### config.mk
export PLATFORM = sky130hd
export DESIGN_NAME = sfp_front_end
export DESIGN_NICKNAME = d
export VERILOG_FILES = /design/src/verilog/sfp_pkg.sv /design/src/verilog/sfp_busy_timer.sv /design/src/verilog/sfp_front_end.sv
export SDC_FILE = /design/constraint.sdc
export NUM_CORES = 1
export LEC_CHECK = 0
export BUFFER_PORTS_ARGS = -buffer_cell sky130_fd_sc_hd__buf_2
export CORE_ASPECT_RATIO = 0.8
export CORE_MARGIN = 2
export CORE_UTILIZATION = 35
export DETAILED_ROUTE_END_ITERATION = 6
export PLACE_DENSITY = 0.66
export SYNTH_ARGS = -nofsm -noshare
export SYNTH_HDL_FRONTEND = slang
export SYNTH_SLANG_ARGS = --single-unit
### constraint.sdc
create_clock -name clk_sys -period 4.4 [get_ports clk_sys]
set_input_delay 0.22 -clock clk_sys [delete_from_list [all_inputs] [get_ports clk_sys]]
set_output_delay 0.22 -clock clk_sys [all_outputs]
set_load 0.02 [all_outputs]
### src/verilog/sfp_pkg.sv
// Package of constants for the serial flash pin front end
// Contract
// - Sample input bits on serial clock rise
// - Update output bit on serial clock fall
// - Write protect blocks flagged sector program/erase; code blocks every program/erase while low, ignoring the map
// - Write protect low freezes protection map; code still lets lockdown set a sector's map bit while low
// - Protected program/erase discarded, idle at deselect
// - Arm and lockdown commands still run under protect
// - Write protect reads inactive when unconnected
// - Reset low aborts work, idles state machine
// - Stay reset while reset low
// - Internal power-on reset, no sequencing needed
// - Busy pulls ready/busy low, else released
// - Busy denies array and engaged buffer only
// - Chip select fall starts, rise ends operation
// - Deselected: output high impedance, input ignored
// - Self-timed work outlives deselect, then standby
package sfp_pkg;
   // ----------------------------------------
   // Command codes (arbitrary internal encoding)
   // ----------------------------------------
   localparam logic [7:0] CMD_READ_ARRAY = 8'h0B;
   localparam logic [7:0] CMD_PROGRAM = 8'h82;
   localparam logic [7:0] CMD_ERASE = 8'h81;
   localparam logic [7:0] CMD_COMPARE = 8'h60;
   localparam logic [7:0] CMD_XFER = 8'h53;
   localparam logic [7:0] CMD_PROT_WRITE = 8'h3D;
   localparam logic [7:0] CMD_PROT_ARM = 8'h3F;
   localparam logic [7:0] CMD_LOCKDOWN = 8'h30;
   localparam logic [7:0] CMD_BUF1_WRITE = 8'h84;
   localparam logic [7:0] CMD_BUF2_WRITE = 8'h87;
   localparam logic [7:0] CMD_BUF1_READ = 8'hD4;
   localparam logic [7:0] CMD_BUF2_READ = 8'hD6;
   // ----------------------------------------
   // Geometry and timing
   // ----------------------------------------
   localparam int SECTORS = 16;
   localparam int SECTOR_MSB = 3;
   localparam int OP_BITS = 8;
   localparam logic [3:0] OP_CNT_LAST = 4'h7;
   localparam int BUSY_TIME_NS = 400;
   localparam int CLK_PERIOD_NS = 4;
   localparam int BUSY_CYCLES = (BUSY_TIME_NS + CLK_PERIOD_NS - 1) / CLK_PERIOD_NS;
   localparam logic [SECTORS-1:0] PROT_MAP_RST = 16'h0000;
   typedef enum logic [2:0] {ST_IDLE, ST_OPCODE, ST_ARG, ST_DISCARD, ST_BUSY} sfp_state_t;
endpackage
### src/verilog/sfp_busy_timer.sv
// Self-timed operation timer driving the busy indication
module sfp_busy_timer
(
   input wire logic clk_sys,
   input wire logic rstN,
   input wire logic start,
   input wire logic [1:0] bufSel,
   output logic busy,
   output logic [1:0] busyBuf
);
   logic [15:0] cnt_q;
   logic [1:0] buf_q;

   always_ff @(posedge clk_sys or negedge rstN)
   begin
      if (!rstN)
      begin
         cnt_q <= 16'h0000;
         buf_q <= 2'h0;
      end
      else if (start && cnt_q == 16'h0000)
      begin
         cnt_q <= 16'(sfp_pkg::BUSY_CYCLES);
         buf_q <= bufSel;
      end
      else if (cnt_q != 16'h0000)
      begin
         cnt_q <= cnt_q - 16'h0001;
      end
   end

   assign busy = (cnt_q != 16'h0000);
   assign busyBuf = busy ? buf_q : 2'h0;

   property p_busy_len;
      @(posedge clk_sys) disable iff (!rstN)
      $rose(busy) |-> busy [*8];
   endproperty
   a_busy_len: assert property (p_busy_len) else $error("busy too short");
endmodule

### src/verilog/sfp_front_end.sv
// Pin front end: frame, shift, write protect, busy and buffer gating
module sfp_front_end
(
   input wire logic clk_sys,
   input wire logic arst_n,
   input wire logic csN,
   input wire logic sck,
   input wire logic si,
   output logic soOut,
   output logic soOe,
   input wire logic wpN,
   input wire logic resetPinN,
   output logic rdyBusyOut,
   output logic rdyBusyOe,
   output logic [7:0] cmdOpcode,
   output logic cmdStrobe,
   output logic cmdRejected,
   output logic arrayDenied,
   input wire logic [7:0] txByte,
   input wire logic [sfp_pkg::SECTOR_MSB:0] cmdSector,
   input wire logic [15:0] protMapIn,
   output logic [15:0] protMap
);
   // ----------------------------------------
   // Reset release and pin synchronisers
   // ----------------------------------------
   logic [1:0] rstSync_q;
   logic rstN;
   always_ff @(posedge clk_sys or negedge arst_n)
   begin
      if (!arst_n)
         rstSync_q <= 2'h0;
      else
         rstSync_q <= {rstSync_q[0], 1'b1};
   end

   // Reset pin is synchronised; it holds the core in reset while low
   logic [1:0] pinRst_q;
   always_ff @(posedge clk_sys or negedge arst_n)
   begin
      if (!arst_n)
         pinRst_q <= 2'h0;
      else
         pinRst_q <= {pinRst_q[0], resetPinN};
   end
   assign rstN = rstSync_q[1] & pinRst_q[1];

   logic [1:0] csS_q, sckS_q, siS_q, wpS_q;
   logic sckPrev_q;
   always_ff @(posedge clk_sys or negedge rstN)
   begin
      if (!rstN)
      begin
         csS_q <= 2'h3;
         sckS_q <= 2'h0;
         siS_q <= 2'h0;
         wpS_q <= 2'h3;
         sckPrev_q <= 1'b0;
      end
      else
      begin
         csS_q <= {csS_q[0], csN};
         sckS_q <= {sckS_q[0], sck};
         siS_q <= {siS_q[0], si};
         wpS_q <= {wpS_q[0], wpN};
         sckPrev_q <= sckS_q[1];
      end
   end

   logic selected, sckRise, sckFall, wpOn;
   assign selected = !csS_q[1];
   assign sckRise = sckS_q[1] && !sckPrev_q;
   assign sckFall = !sckS_q[1] && sckPrev_q;
   assign wpOn = !wpS_q[1];

   logic csPrev_q;
   always_ff @(posedge clk_sys or negedge rstN)
   begin
      if (!rstN)
         csPrev_q <= 1'b1;
      else
         csPrev_q <= csS_q[1];
   end
   logic csFall, csRise;
   assign csFall = csPrev_q && !csS_q[1];
   assign csRise = !csPrev_q && csS_q[1];

   // ----------------------------------------
   // Command decode
   // ----------------------------------------
   function automatic logic isModify(input logic [7:0] op);
      return op == sfp_pkg::CMD_PROGRAM || op == sfp_pkg::CMD_ERASE;
   endfunction
   function automatic logic usesArray(input logic [7:0] op);
      return isModify(op) || op == sfp_pkg::CMD_READ_ARRAY || op == sfp_pkg::CMD_COMPARE
         || op == sfp_pkg::CMD_XFER;
   endfunction
   function automatic logic [1:0] bufOf(input logic [7:0] op);
      if (op == sfp_pkg::CMD_BUF1_WRITE || op == sfp_pkg::CMD_BUF1_READ)
         return 2'h1;
      if (op == sfp_pkg::CMD_BUF2_WRITE || op == sfp_pkg::CMD_BUF2_READ)
         return 2'h2;
      return 2'h0;
   endfunction

   // ----------------------------------------
   // Control state machine
   // ----------------------------------------
   sfp_pkg::sfp_state_t state_q;
   logic [3:0] bitCnt_q;
   logic [7:0] shift_q;
   logic [7:0] op_q;
   logic busy, startOp;
   logic [1:0] busyBuf;
   logic [7:0] opNext;
   logic opDone;
   assign opNext = {shift_q[6:0], siS_q[1]};
   assign opDone = selected && sckRise && bitCnt_q == sfp_pkg::OP_CNT_LAST;

   always_ff @(posedge clk_sys or negedge rstN)
   begin
      if (!rstN)
      begin
         state_q <= sfp_pkg::ST_IDLE;
         bitCnt_q <= 4'h0;
         shift_q <= 8'h00;
         op_q <= 8'h00;
      end
      else
      begin
         case (state_q)
            sfp_pkg::ST_IDLE:
               if (csFall)
               begin
                  state_q <= sfp_pkg::ST_OPCODE;
                  bitCnt_q <= 4'h0;
               end
            sfp_pkg::ST_OPCODE:
               if (!selected)
                  state_q <= sfp_pkg::ST_IDLE;
               else if (sckRise)
               begin
                  shift_q <= opNext;
                  bitCnt_q <= bitCnt_q + 4'h1;
                  if (opDone)
                  begin
                     op_q <= opNext;
                     if ((isModify(opNext) && wpOn) || (usesArray(opNext) && busy)
                        || (bufOf(opNext) != 2'h0 && bufOf(opNext) == busyBuf))
                        state_q <= sfp_pkg::ST_DISCARD;
                     else
                        state_q <= sfp_pkg::ST_ARG;
                  end
               end
            sfp_pkg::ST_ARG:
               if (csRise)
                  state_q <= (isModify(op_q) || op_q == sfp_pkg::CMD_COMPARE || op_q == sfp_pkg::CMD_XFER)
                     ? sfp_pkg::ST_BUSY : sfp_pkg::ST_IDLE;
            sfp_pkg::ST_DISCARD:
               if (!selected)
                  state_q <= sfp_pkg::ST_IDLE;
            sfp_pkg::ST_BUSY:
               if (csFall)
               begin
                  // The other buffer stays usable while the timer runs
                  state_q <= sfp_pkg::ST_OPCODE;
                  bitCnt_q <= 4'h0;
               end
               else if (!busy)
                  state_q <= sfp_pkg::ST_IDLE;
            default:
               state_q <= sfp_pkg::ST_IDLE;
         endcase
      end
   end
   assign startOp = (state_q == sfp_pkg::ST_ARG) && csRise
      && (isModify(op_q) || op_q == sfp_pkg::CMD_COMPARE || op_q == sfp_pkg::CMD_XFER);

   sfp_busy_timer u_timer
   (
      .clk_sys(clk_sys),
      .rstN(rstN),
      .start(startOp),
      .bufSel(op_q == sfp_pkg::CMD_XFER ? 2'h1 : 2'h0),
      .busy(busy),
      .busyBuf(busyBuf)
   );

   // Open drain: enable pulls low while self-timed work runs
   assign rdyBusyOut = 1'b0;
   assign rdyBusyOe = busy;

   logic strobe_q, rej_q, deny_q;
   always_ff @(posedge clk_sys or negedge rstN)
   begin
      if (!rstN)
      begin
         strobe_q <= 1'b0;
         rej_q <= 1'b0;
         deny_q <= 1'b0;
      end
      else
      begin
         strobe_q <= opDone && state_q == sfp_pkg::ST_OPCODE;
         rej_q <= opDone && state_q == sfp_pkg::ST_OPCODE && isModify(opNext) && wpOn;
         deny_q <= opDone && state_q == sfp_pkg::ST_OPCODE && usesArray(opNext) && busy;
      end
   end
   assign cmdStrobe = strobe_q;
   assign cmdRejected = rej_q;
   assign arrayDenied = deny_q;
   assign cmdOpcode = op_q;

   // ----------------------------------------
   // Sector protection map
   // ----------------------------------------
   logic [15:0] prot_q;
   always_ff @(posedge clk_sys or negedge rstN)
   begin
      if (!rstN)
         prot_q <= sfp_pkg::PROT_MAP_RST;
      else if (state_q == sfp_pkg::ST_ARG && csRise && op_q == sfp_pkg::CMD_PROT_WRITE && !wpOn)
         prot_q <= protMapIn;
      else if (state_q == sfp_pkg::ST_ARG && csRise && op_q == sfp_pkg::CMD_LOCKDOWN)
         prot_q <= prot_q | (16'h0001 << cmdSector);
   end
   assign protMap = prot_q;

   // ----------------------------------------
   // Serial output
   // ----------------------------------------
   logic [7:0] tx_q;
   logic so_q;
   logic [2:0] txCnt_q;
   always_ff @(posedge clk_sys or negedge rstN)
   begin
      if (!rstN)
      begin
         tx_q <= 8'h00;
         so_q <= 1'b0;
         txCnt_q <= 3'h0;
      end
      else if (!selected)
         txCnt_q <= 3'h0;
      else if (state_q == sfp_pkg::ST_ARG && sckFall)
      begin
         so_q <= (txCnt_q == 3'h0) ? txByte[7] : tx_q[7];
         tx_q <= (txCnt_q == 3'h0) ? {txByte[6:0], 1'b0} : {tx_q[6:0], 1'b0};
         txCnt_q <= txCnt_q + 3'h1;
      end
   end
   assign soOut = so_q;
   assign soOe = selected && state_q == sfp_pkg::ST_ARG;

   property p_wp_reject;
      @(posedge clk_sys) disable iff (!rstN)
      (opDone && state_q == sfp_pkg::ST_OPCODE && isModify(opNext) && wpOn) |=> state_q == sfp_pkg::ST_DISCARD;
   endproperty
   a_wp_reject: assert property (p_wp_reject) else $error("protected modify accepted");
   property p_idle_desel;
      @(posedge clk_sys) disable iff (!rstN)
      (state_q == sfp_pkg::ST_DISCARD && !selected) |=> state_q == sfp_pkg::ST_IDLE;
   endproperty
   a_idle_desel: assert property (p_idle_desel) else $error("discard not ended");
   property p_prot_frozen;
      @(posedge clk_sys) disable iff (!rstN)
      (wpOn && $past(wpOn) && op_q != sfp_pkg::CMD_LOCKDOWN) |-> $stable(prot_q);
   endproperty
   a_prot_frozen: assert property (p_prot_frozen) else $error("map changed under protect");
   property p_hiz;
      @(posedge clk_sys) disable iff (!rstN)
      !selected |-> !soOe;
   endproperty
   a_hiz: assert property (p_hiz) else $error("output driven deselected");
   property p_busy_pin;
      @(posedge clk_sys) disable iff (!rstN)
      startOp |=> rdyBusyOe [*4];
   endproperty
   a_busy_pin: assert property (p_busy_pin) else $error("busy not shown");
   property p_standby;
      @(posedge clk_sys) disable iff (!rstN)
      (state_q == sfp_pkg::ST_BUSY && busy && !csFall) |=> state_q == sfp_pkg::ST_BUSY;
   endproperty
   a_standby: assert property (p_standby) else $error("left busy early");
   property p_sample;
      @(posedge clk_sys) disable iff (!rstN)
      (state_q == sfp_pkg::ST_OPCODE && selected && sckRise) |=> shift_q[0] == $past(siS_q[1]);
   endproperty
   a_sample: assert property (p_sample) else $error("bit not sampled");
   property p_deny;
      @(posedge clk_sys) disable iff (!rstN)
      (opDone && state_q == sfp_pkg::ST_OPCODE && usesArray(opNext) && busy) |=> arrayDenied;
   endproperty
   a_deny: assert property (p_deny) else $error("array access not denied");
   c_reject: cover property (@(posedge clk_sys) disable iff (!rstN) cmdRejected);
   c_busy: cover property (@(posedge clk_sys) disable iff (!rstN) startOp);
   c_lock: cover property (@(posedge clk_sys) disable iff (!rstN) $changed(prot_q));
endmodule

# Word level (Yosys, flattened, before mapping)
# Cells that the tools add are included.
# totals
regBits	85
in_bits	35
output_inout_bits	31
wordCells	155
# op_classes
n_addsub	3
n_eq_ne	30
n_shift	1
n_mux	44
bitwise_logic	3
n_reduce_logical	53
# ops
operator	count
$eq 8x8->1 const B	8
$mux 16	4
$mux 3	11
$eq 8x7->1 const B	4
$logic_and 1x1->1	22
$mux 2	9
$eq 8x6->1 const B	2
$logic_not 16->1	1
$or 16x16->16	1
$reduce_bool 16->1	1
$shl 1x4->16 const A	1
$sub 16x1->16 const B	1
$pmux 3 s5	1
$mux 1	14
$mux 4	3
$logic_or 1x1->1	11
$ne 2x2->1 const B	5
$reduce_bool 2->1	5
$ne 3x3->1 const B	3
$eq 8x4->1 const B	1
$mux 8	1
$pmux 4 s2	1
$reduce_and 4->1	2
$eq 3x2->1 const B	2
other kinds (15)	20

# Depth between registers and ports, before layout
# Gate-level depths: netlist of run 1.
# logic_depth
word_depth	27
ltp_mapped	9
depth_no_buf	7

# By module
# A second synthesis of run 1 with hierarchy kept.
# unflattened
hier_cells	357
area_unflattened_um2	4003.8
# by_module_without_submodules
module	n_inst	cells_per_inst	area_per_inst_um2	seq_area_each_um2
sfp_front_end	1	268	3007.9	1657.8
sfp_busy_timer	1	89	996.0	450.4

# Least setup slack after synthesis of run 1
# OpenSTA, ideal clock, no wires.
# synth_timing
path_type	register -> register
start	register u_timer.cnt_q[0]
end	register u_timer.cnt_q[9]
setup_time_ns	0.123
arrival_ns	1.856
required_ns	4.277
path_slack_ns	2.421
path_stages_with_launch	8
n_path_buf	0
period_less_slack_ns	1.979
path_cell_list	dfrtp_1 -> inv_1 -> ha_1 -> nor3b_1 -> and4bb_4 -> or3_1 -> or4_1 -> xnor2_1
# synth_between
elab_chain_cells	3
elab_cells_between_ends	7
classes_between	1 x add/sub; 2 x mux; 4 x reduce/logical
# synth_lines
element	line	text
start: declaration	sfp_busy_timer.sv:11	logic [15:0] cnt_q;
start signal: assignment	sfp_busy_timer.sv:23	cnt_q <= 16'(sfp_pkg::BUSY_CYCLES);
start signal: assignment	sfp_busy_timer.sv:28	cnt_q <= cnt_q - 16'h0001;
$sub 16x1->16 / $logic_not 16->1 (equally long branches)	sfp_busy_timer.sv:28, sfp_busy_timer.sv:21	
$mux 16 / $logic_and 1x1->1 (equally long branches)	sfp_busy_timer.sv:26, sfp_busy_timer.sv:21	
$mux 16 / $reduce_bool 2->1 (equally long branches)	--	
# Parallel ways exist; a longest one is shown, timed or not. The select of a mux whose other input is x is not followed.
# A chain may end at the register's enable or synchronous reset.

# Final worst setup path of run 1
# layout_timing
start	register state_q[1]
end	register prot_q[13] (netlist: protMap[13])
# layout_between
elab_chain_cells	5
elab_cells_between_ends	7
classes_between	1 x eq/ne; 1 x mux; 5 x reduce/logical
# layout_lines
element	line	text
start: declaration	sfp_front_end.sv:109	sfp_pkg::sfp_state_t state_q;
start signal: assignment	sfp_front_end.sv:124	state_q <= sfp_pkg::ST_IDLE;
start signal: assignment	sfp_front_end.sv:135	state_q <= sfp_pkg::ST_OPCODE;
start signal: assignment	sfp_front_end.sv:140	state_q <= sfp_pkg::ST_IDLE;
$eq 3x2->1 (*)	sfp_front_end.sv:222, sfp_front_end.sv:224	
$logic_and 1x1->1 (*)	sfp_front_end.sv:222, sfp_front_end.sv:224	
$logic_and 1x1->1 (2 in series)	sfp_front_end.sv:222	else if (state_q == sfp_pkg::ST_ARG && csRise && op_q == sfp_pkg::CMD_PROT_WRITE && !wpOn)
$mux 16 / $reduce_bool 2->1 (equally long branches)	--	
end signal: assignment	sfp_front_end.sv:221	prot_q <= sfp_pkg::PROT_MAP_RST;
end signal: assignment	sfp_front_end.sv:223	prot_q <= protMapIn;
end signal: assignment	sfp_front_end.sv:225	prot_q <= prot_q | (16'h0001 << cmdSector);
end: declaration	sfp_front_end.sv:217	logic [15:0] prot_q;
# Every way passes the cells marked *; elsewhere a longest branch is shown, timed or not.

==> results of run 1 <==
[metal layers]
layer	vias to the layer above	global-route usage [%]	part of all wire, %	wire length (um)
met5	-	0	0	0
met4	0	5.01	1.5	117
met3	9	5.75	6.1	494
met2	69	20.3	43	3460
met1	1337	20.2	49	3990
li1	1433	-	-	-
[critical path, cell delays in order, from the launching register on]
cell and delay (ns):
dfrtp_1 0.53, nor3b_1 0.58, and4_1 0.66, and2_1 0.79
o21ai_0 0.22
[worst paths after layout]
| path | slack [ns] | start | to | cells after the start |
|---|---|---|---|---|
| setup / recovery | 1.44 | state_q[1] | protMap[13] | 4 |
| hold / removal | 0.09 | protMapIn[0] | protMap[0] | 3 |
| setup reg to reg | 1.44 | state_q[1] | protMap[13] | 4 |
| hold reg to reg | 0.35 | wpS_q[0] | wpS_q[1] | 0 |
| max in group asynchronous | 3.21 | rstSync_q[1] | shift_q[0] | 1 |
| min in group asynchronous | 0.21 | arst_n | pinRst_q[1] | 2 |
[timing repair]
action,in CTS,in global routing
buffers inserted,0,0
endpoints found under the hold margin,9,0
hold buffers,6,0
[metrics by stage]
step	util [%]	hold WS, ns	cells
after global routing	44.0	0.0801	584
final	44.0	0.0883	584
after global placement	40.5	0.0260	562
after CTS	44.0	0.0777	584
after detailed placement	40.5	0.0274	562
after floorplan	-	-0.0756	376
[power by group]
group	internal, mW	switching, mW	total [mW]	leakage, nW
combinational	0.0642	0.0750	0.139	1.09
clock	0.495	0.293	0.788	0.150
sequential	0.795	0.0495	0.845	1.09
total	1.35	0.417	1.77	2.33
[registers in the layout, summed over array words and instances (netlist names), 3 cells and up]
name,count
bitCnt_q,4
cmdOpcode,8
protMap,16
shift_q,7
state_q,3
txCnt_q,3
tx_q,7
u_timer.cnt_q,16
[kinds of logic after synthesis]
family	share of synthesized area (%)
AO/OA/AOI/OAI	10.5
XOR/XNOR	3.92
adder cells (fa/ha/maj)	1.65
buffers and inverters	3.03
flip-flops	54.9
multiplexers	4.52
other	0.198
AND/OR/NAND/NOR	21.3
[cells in the final DEF, fill, tap and decap left out, types with 6 or more instances in the layout]
master and count:
nor4_1 6, clkbuf_16 9, nand2b_1 8, nand3_1 11, nor3_1 12, xnor2_1 8
nor2_1 20, dfrtp_1 78, a31oi_1 18, xor2_1 9, mux2i_1 7, dlygate4sd3_1 6
o21ai_0 33, buf_2 64, mux2_2 7, inv_1 8, nand2_1 64, nor2b_1 7
[cell type report]
cell class / instances / area share (%)
inverters: 8 / 0.656
well taps: 140 / 3.83
multi-input cells: 267 / 34.9
clock buffers: 11 / 5.08
repair buffers: 70 / 8.31
flip-flops and latches: 83 / 45.5
clock inverters: 5 / 1.69
==> impl_metrics.env, run 1 <==
export IMPL_powerDensity_mw_per_mm2=387
export IMPL_drive_gt1_share_pct=21.4
export IMPL_placementRows=33
export IMPL_seq_area_frac_synth_pct=54.9
export IMPL_track_usage_pct=14.5
export IMPL_synth_nets=416
export IMPL_start_util_pct=36.5
export IMPL_layout_worst_path_cycle_share_pct=67.2
export IMPL_ant_nets=0
export IMPL_die_area_sq_mm=0.0117
export IMPL_detail_route_vias_per_cell=4.88
export IMPL_grt_pass1_vias=2712
export IMPL_synth_edf_count=0
export IMPL_hold_path_class="input port to register"
export IMPL_diodes=0
export IMPL_dpl_cell_area_sq_mm=0.00421
export IMPL_p_leak_nw=2.33
export IMPL_drt_first_pass_iters=4
export IMPL_post_cts_resized=0
export IMPL_syn_cell_area_sq_mm=0.00380
export IMPL_cts_root_buf="clkbuf_16"
export IMPL_grt_ovfl_total=0
export IMPL_cts_tree="built"
export IMPL_hold_viol_final=0
export IMPL_drv_cap=0
export IMPL_place_congestion=0.819
export IMPL_slew_violations=0
export IMPL_synth_main_ff_cell="dfrtp_1"
export IMPL_ys_ff_latch=83
export IMPL_cts_made_buffers=9
export IMPL_fillCellCount=1015
export IMPL_yosysMostFrequentCell="dfrtp_1"
export IMPL_syn2layout_area_growth_pct=20.6
export IMPL_required_ns=4.57
export IMPL_clock_sinks=83
export IMPL_setup_slack_ns=1.44
export IMPL_synthTopCellsByArea="dfrtp_1 (51%), nand2_1 (6.3%), o21ai_0 (4.4%)"
export IMPL_cp_end_kind="register"
export IMPL_ir_drop_v=0.000155
export IMPL_grt_max_degree=80
export IMPL_finalNetCount=479
export IMPL_p_total_mw=1.77
export IMPL_synth_commonest_cells="dfrtp_1 (78), nand2_1 (64), o21ai_0 (33)"
export IMPL_synth_avg_cell_area_sq_um=10.1
export IMPL_wl_per_cell_um=13.8
export IMPL_crit_arrival_ns=3.13
export IMPL_setup_viol=0
export IMPL_drtIter0Drc=242
export IMPL_multi_input_area_sq_mm=0.00160
export IMPL_synth_largest_area_cell="dfrtp_1"
export IMPL_path_clk_slew_ns=0.06
export IMPL_synth_cells=376
export IMPL_place_ws_ns=1.45
export IMPL_ys_warn_count=0
export IMPL_postLayoutCellArea_sq_mm=0.00458
export IMPL_regArea_sq_mm=0.00208
export IMPL_via_count=2848
export IMPL_max_freq_ghz=0.338
export IMPL_io_pins=66
export IMPL_wl_um=8060
export IMPL_clockBufferDepth=2
export IMPL_dp_hpwl_um=5720
export IMPL_h_tree_depth=3
export IMPL_design_core_area_sq_mm=0.0104
export IMPL_drc=0
export IMPL_setup_tns_ns=0
export IMPL_antenna_found_initial=0
export IMPL_grt_setup_unrepaired="false"
export IMPL_skew_ns=0.00773
export IMPL_max_slew_margin_pct=32.6
export IMPL_synth_cell_types=50
export IMPL_status="completed"
export IMPL_grt_pass1_wl_um=13500
export IMPL_finalCriticalPeriod_ns=2.96
export IMPL_crit_type="register to register"
export IMPL_worstPathMaxFanout=32
export IMPL_clkLatencyLatePin_ns=0.34
export IMPL_synth_top_area_share_pct=51.4
export IMPL_io_buffers=64
export IMPL_synth_async_reset_ratio_pct=100
export IMPL_die_h_um=97.2
export IMPL_die_w_um=120
export IMPL_cp_start_kind="register"
export IMPL_worst_slew_pin_slew_ns=1.01
(Power assumes the default switching activity.)
==> run 2, diff against run 1 <==
Clock period 4.4 ns to 3 ns, I/O delays scaled along.
==> impl_metrics.env, run 2 (synthesis gave the netlist of run 1 again) <==
export IMPL_p_leak_nw=2.36
export IMPL_drtIter0Drc=189
export IMPL_io_pins=66
export IMPL_path_clk_slew_ns=0.06
export IMPL_cts_root_buf="clkbuf_16"
export IMPL_final_cell_mix="dfrtp_1 (78), nand2_1 (64), buf_2 (64), o21ai_0 (33), nor2_1 (20)"
export IMPL_r2r_cells=4
export IMPL_slowest_delay_ns=0.48
export IMPL_max_freq_ghz=0.429
export IMPL_place_ws_ns=0.710
export IMPL_post_place_cells=565
export IMPL_grt_max_degree=80
export IMPL_die_h_um=97.2
export IMPL_via_count=2888
export IMPL_clockBufferDepth=2
export IMPL_grt_ovfl_total=0
export IMPL_diodes=0
export IMPL_required_ns=3.22
export IMPL_whs_path_depth=3
export IMPL_worstPathMaxFanout=12
export IMPL_crit_type="register to register"
export IMPL_cp_start_kind="register"
export IMPL_syn2layout_area_growth_pct=22.1
export IMPL_finalCriticalPeriod_ns=2.33
export IMPL_die_area_sq_mm=0.0117
export IMPL_skew_ns=0.00479
export IMPL_start_util_pct=36.5
export IMPL_status="completed"
export IMPL_placementRows=33
export IMPL_powerDensity_mw_per_mm2=584
export IMPL_p_total_mw=2.71
export IMPL_crit_path_start="state_q[1]"
export IMPL_layout_worst_path_cycle_share_pct=77.7
export IMPL_dp_hpwl_um=5640
export IMPL_clock_sinks=83
export IMPL_ir_drop_v=0.000278
export IMPL_slew_violations=0
export IMPL_final_common_cell="dfrtp_1"
export IMPL_drv_cap=0
export IMPL_setup_viol=0
export IMPL_cts_made_buffers=9
export IMPL_rr_startpoint="state_q[1]"
export IMPL_drive_gt1_share_pct=21.9
export IMPL_setup_tns_ns=0
export IMPL_io_buffers=64
export IMPL_drc=0
export IMPL_grt_setup_unrepaired="false"
export IMPL_grt_pass1_vias=2662
export IMPL_cp_slowest_cell="dfrtp_1"
export IMPL_crit_family="simple AND/OR/NAND/NOR gates"
export IMPL_design_core_area_sq_mm=0.0104
export IMPL_cp_num_buf_inv=0
export IMPL_rrSetupSlack_ns=0.67
export IMPL_antenna_found_initial=0
export IMPL_setup_slack_ns=0.669
export IMPL_grt_pass1_wl_um=13300
export IMPL_whs_endpoint="protMap[10]"
export IMPL_drt_first_pass_iters=4
export IMPL_cp_cell_sequence="nor3b_1 > and3_1 > nand3_1 > mux2_1"
export IMPL_worst_slew_pin_slew_ns=1.04
export IMPL_crit_arrival_ns=2.55
export IMPL_detail_route_vias_per_cell=4.92
export IMPL_cts_tree="built"
export IMPL_place_congestion=0.828
export IMPL_wl_um=8010
export IMPL_post_cts_resized=0
export IMPL_h_tree_depth=3
export IMPL_hold_viol_final=0
export IMPL_die_w_um=120
export IMPL_layoutNonFillerInstCount=587
export IMPL_hold_path_class="input port to register"
export IMPL_wl_per_cell_um=13.6
export IMPL_ant_nets=0
export IMPL_hold_start="protMapIn[10]"
export IMPL_r2r_end="cmdOpcode[6]"
export IMPL_max_slew_margin_pct=30.6
export IMPL_cp_end_kind="register"
export IMPL_clkLatencyLatePin_ns=0.34
export IMPL_finalNetCount=482
export IMPL_track_usage_pct=14.2
## run 2: cell count changes in the layout (fill, tap and decap cells not counted)
| cell | before | now |
|---|---|---|
| buf_4 | 0 | 3 |
| bufinv_16 | 2 | 3 |
| clkinv_2 | 2 | 0 |
| clkbuf_8 | 0 | 1 |
## run 2: worst max-delay path by stage
stage | endpoint | slack, ns | cells after the start
after floorplan | arrayDenied | 0.24 | 1
after global placement | cmdOpcode[5] | 0.79 | 4
after detailed placement | cmdOpcode[6] | 0.71 | 4
after CTS | cmdOpcode[6] | 0.69 | 4
after global routing | cmdOpcode[5] | 0.40 | 4
final | cmdOpcode[6] | 0.67 | 4
## run 2: cell type report
| class | instances | area (sq um) |
|---|---|---|
| well taps | 140 | 175 |
| clock buffers | 12 | 246 |
| clock inverters | 4 | 97.6 |
| flip-flops and latches | 83 | 2080 |
| repair buffers | 73 | 403 |
| inverters | 8 | 30.0 |
| fillers | 991 | 5770 |
| multi-input cells | 267 | 1600 |
## run 2: worst reg2reg max path, stage by stage (launching register included)
cell,delay [ns]
dfrtp_1,0.48
nor3b_1,0.38
and3_1,0.43
nand3_1,0.47
mux2_1,0.46
## run 2: per-stage QoR
| step | utilization, % | hold slack [ns] | cell area, sq um |
|---|---|---|---|
| floorplan | - | -0.146 | 3800 |
| global route | 44.6 | 0.0196 | 4640 |
| CTS | 44.6 | 0.00898 | 4640 |
| detailed placement | 40.7 | -0.0407 | 4230 |
| finish | 44.6 | 0.0176 | 4640 |
| global placement | 40.7 | -0.0442 | 4230 |
## run 2: timing repair
action / CTS / global route
buffers inserted: 0 / 0
endpoints found under the hold margin: 9 / 0
endpoints found under the setup margin: 0 / 0
hold buffers: 6 / 0
## run 2: power breakdown
part	internal, mW	switching [mW]	total, mW
logic	0.0938	0.107	0.200
clock network	0.836	0.426	1.26
registers	1.17	0.0759	1.24
## run 2: layer usage
metal	share of wire [%]	track usage (%)	routed length [um]
met5	0	0	0
met4	1.1	4.56	92
met3	4.9	4.34	395
met2	44	20.3	3510
met1	50	20.4	4020
==> run 3, diff against run 2 <==
Clock period 3 ns to 2.2 ns, I/O delays scaled along.
==> impl_metrics.env, run 3 (synthesis gave the netlist of run 1 again) <==
export IMPL_ir_drop_v=0.000373
export IMPL_grt_pass1_wl_um=14300
export IMPL_grt_pass1_vias=2938
export IMPL_finish_utilization_pct=46.8
export IMPL_drt_first_pass_iters=4
export IMPL_die_w_um=120
export IMPL_final_cell_mix="dfrtp_1 (78), nand2_1 (64), buf_2 (64), o21ai_0 (33), dlygate4sd3_1 (21)"
export IMPL_dp_hpwl_um=5990
export IMPL_max_slew_margin_pct=58.6
export IMPL_setup_tns_ns=0
export IMPL_wl_um=8630
export IMPL_cp_num_buf_inv=1
export IMPL_io_pins=66
export IMPL_wl_per_cell_um=14.1
export IMPL_grt_max_degree=80
export IMPL_crit_family="simple AND/OR/NAND/NOR gates"
export IMPL_cts_tree="built"
export IMPL_hold_path_class="input port to register"
export IMPL_start_util_pct=36.5
export IMPL_worstPathMaxFanout=7
export IMPL_cts_made_buffers=9
export IMPL_slew_violations=0
export IMPL_p_leak_nw=2.47
export IMPL_worst_slew_pin_slew_ns=0.620
export IMPL_clkLatencyLatePin_ns=0.34
export IMPL_drive_gt1_share_pct=23.5
export IMPL_skew_ns=0.00444
export IMPL_track_usage_pct=15.3
export IMPL_ant_nets=0
export IMPL_grt_busiest_layer="met2"
export IMPL_final_common_cell="dfrtp_1"
export IMPL_clock_power_share_pct=44.6
export IMPL_fillCellCount=985
export IMPL_crit_type="register to register"
export IMPL_cp_cell_sequence="inv_1 > ha_1 > nor3b_1 > and4bb_4 > or3_1 > or4_1 > xnor2_1"
export IMPL_diodes=0
export IMPL_clock_sinks=83
export IMPL_slowest_delay_ns=0.42
export IMPL_cts_root_buf="clkbuf_16"
export IMPL_h_tree_depth=3
export IMPL_grt_setup_unrepaired="false"
export IMPL_cp_start_kind="register"
export IMPL_status="completed"
export IMPL_crit_arrival_ns=2.34
export IMPL_grt_use_met1_pct=21.2
export IMPL_detail_route_vias_per_cell=5.00
export IMPL_internal_power_mw=2.83
export IMPL_max_freq_ghz=0.473
export IMPL_p_switching_uw=852
export IMPL_drtIter0Drc=142
export IMPL_finalCriticalPeriod_ns=2.11
export IMPL_die_h_um=97.2
export IMPL_netSwitchingFraction_pct=23.1
export IMPL_layout_worst_path_cycle_share_pct=96.0
export IMPL_pwr_share_comb_pct=10.5
export IMPL_required_ns=2.43
export IMPL_hold_viol_final=0
export IMPL_path_clk_slew_ns=0.06
export IMPL_powerDensity_mw_per_mm2=756
export IMPL_drv_cap=0
export IMPL_finalNetCount=508
export IMPL_die_area_sq_mm=0.0117
export IMPL_io_buffers=64
export IMPL_syn2layout_area_growth_pct=28.3
export IMPL_grtUsageMet2_pct=22.3
export IMPL_setup_viol=0
export IMPL_placementRows=33
export IMPL_cp_end_kind="register"
export IMPL_design_core_area_sq_mm=0.0104
export IMPL_place_congestion=0.879
export IMPL_power_frac_seq_pct=44.9
export IMPL_cp_slowest_cell="or4_1"
export IMPL_met3_usage_pct=4.40
export IMPL_grt_ovfl_total=0
export IMPL_clockBufferDepth=2
export IMPL_via_count=3062
export IMPL_antenna_found_initial=0
export IMPL_drc=0
## run 3: layer usage
metal,vias up,wire [um],part of all wire (%)
met2,90,3850,45
met4,0,196,2.3
met3,18,432,5.0
li1,1498,-,-
met5,-,0,0
met1,1456,4160,48
## run 3: power groups by stage
stage	sequential [mW]	clock, mW	combinational [mW]
finish	1.65	1.64	0.387
global route	1.66	1.75	0.439
CTS	1.65	1.68	0.388
detailed placement	1.68	0	0.357
global placement	1.68	0	0.346
floorplan	1.66	0	0.236
## run 3: final timing paths
kind / start / endpoint / slack, ns / cells past startpoint
max in group asynchronous: rstSync_q[1] / wpS_q[1] / 1.47 / 2
worst max register to register: u_timer.cnt_q[0] / u_timer.cnt_q[9] / 0.09 / 7
min in group asynchronous: arst_n / rstSync_q[1] / 0.10 / 2
worst max-delay path: u_timer.cnt_q[0] / u_timer.cnt_q[9] / 0.09 / 7
worst min-delay path: txByte[0] / tx_q[1] / 0.02 / 3
worst min register to register: pinRst_q[0] / pinRst_q[1] / 0.35 / 0
## run 3: worst reg2reg max path, stage by stage, from the launching register on
cell	delay (ns)
dfrtp_1	0.38
inv_1	0.09
ha_1	0.23
nor3b_1	0.14
and4bb_4	0.24
or3_1	0.36
or4_1	0.42
xnor2_1	0.14
## run 3: cell type report
cell class	instances	area, sq um	area share, %
Timing Repair Buffer	99	648	13.3
Sequential cell	83	2080	42.8
Tap cell	140	175	3.60
Clock buffer	12	256	5.27
Clock inverter	4	72.6	1.49
Inverter	8	30.0	0.617
Multi-Input combinational cell	267	1600	32.9
## run 3: repair_timing
action                                  4_1_cts  5_1_grt
endpoints found under the setup margin        0        3
gates resized for setup                       0        1
hold buffers                                 21        0
endpoints found under the hold margin        24        0
setup buffers                                 0        1
## run 3: stage by stage
stage                     power (mW)  instances  worst slack [ns]  hold WS [ns]  instance area (sq um)
after floorplan                 1.89        376             0.221        -0.186                   3800
after global placement          2.03        575             0.146       -0.0852                   4320
after detailed placement        2.04        575            0.0695       -0.0817                   4320
after CTS                       3.72        612            0.0190        0.0147                   4860
after global routing            3.85        613           0.00393        0.0245                   4870
final                           3.68        613            0.0874        0.0204                   4870
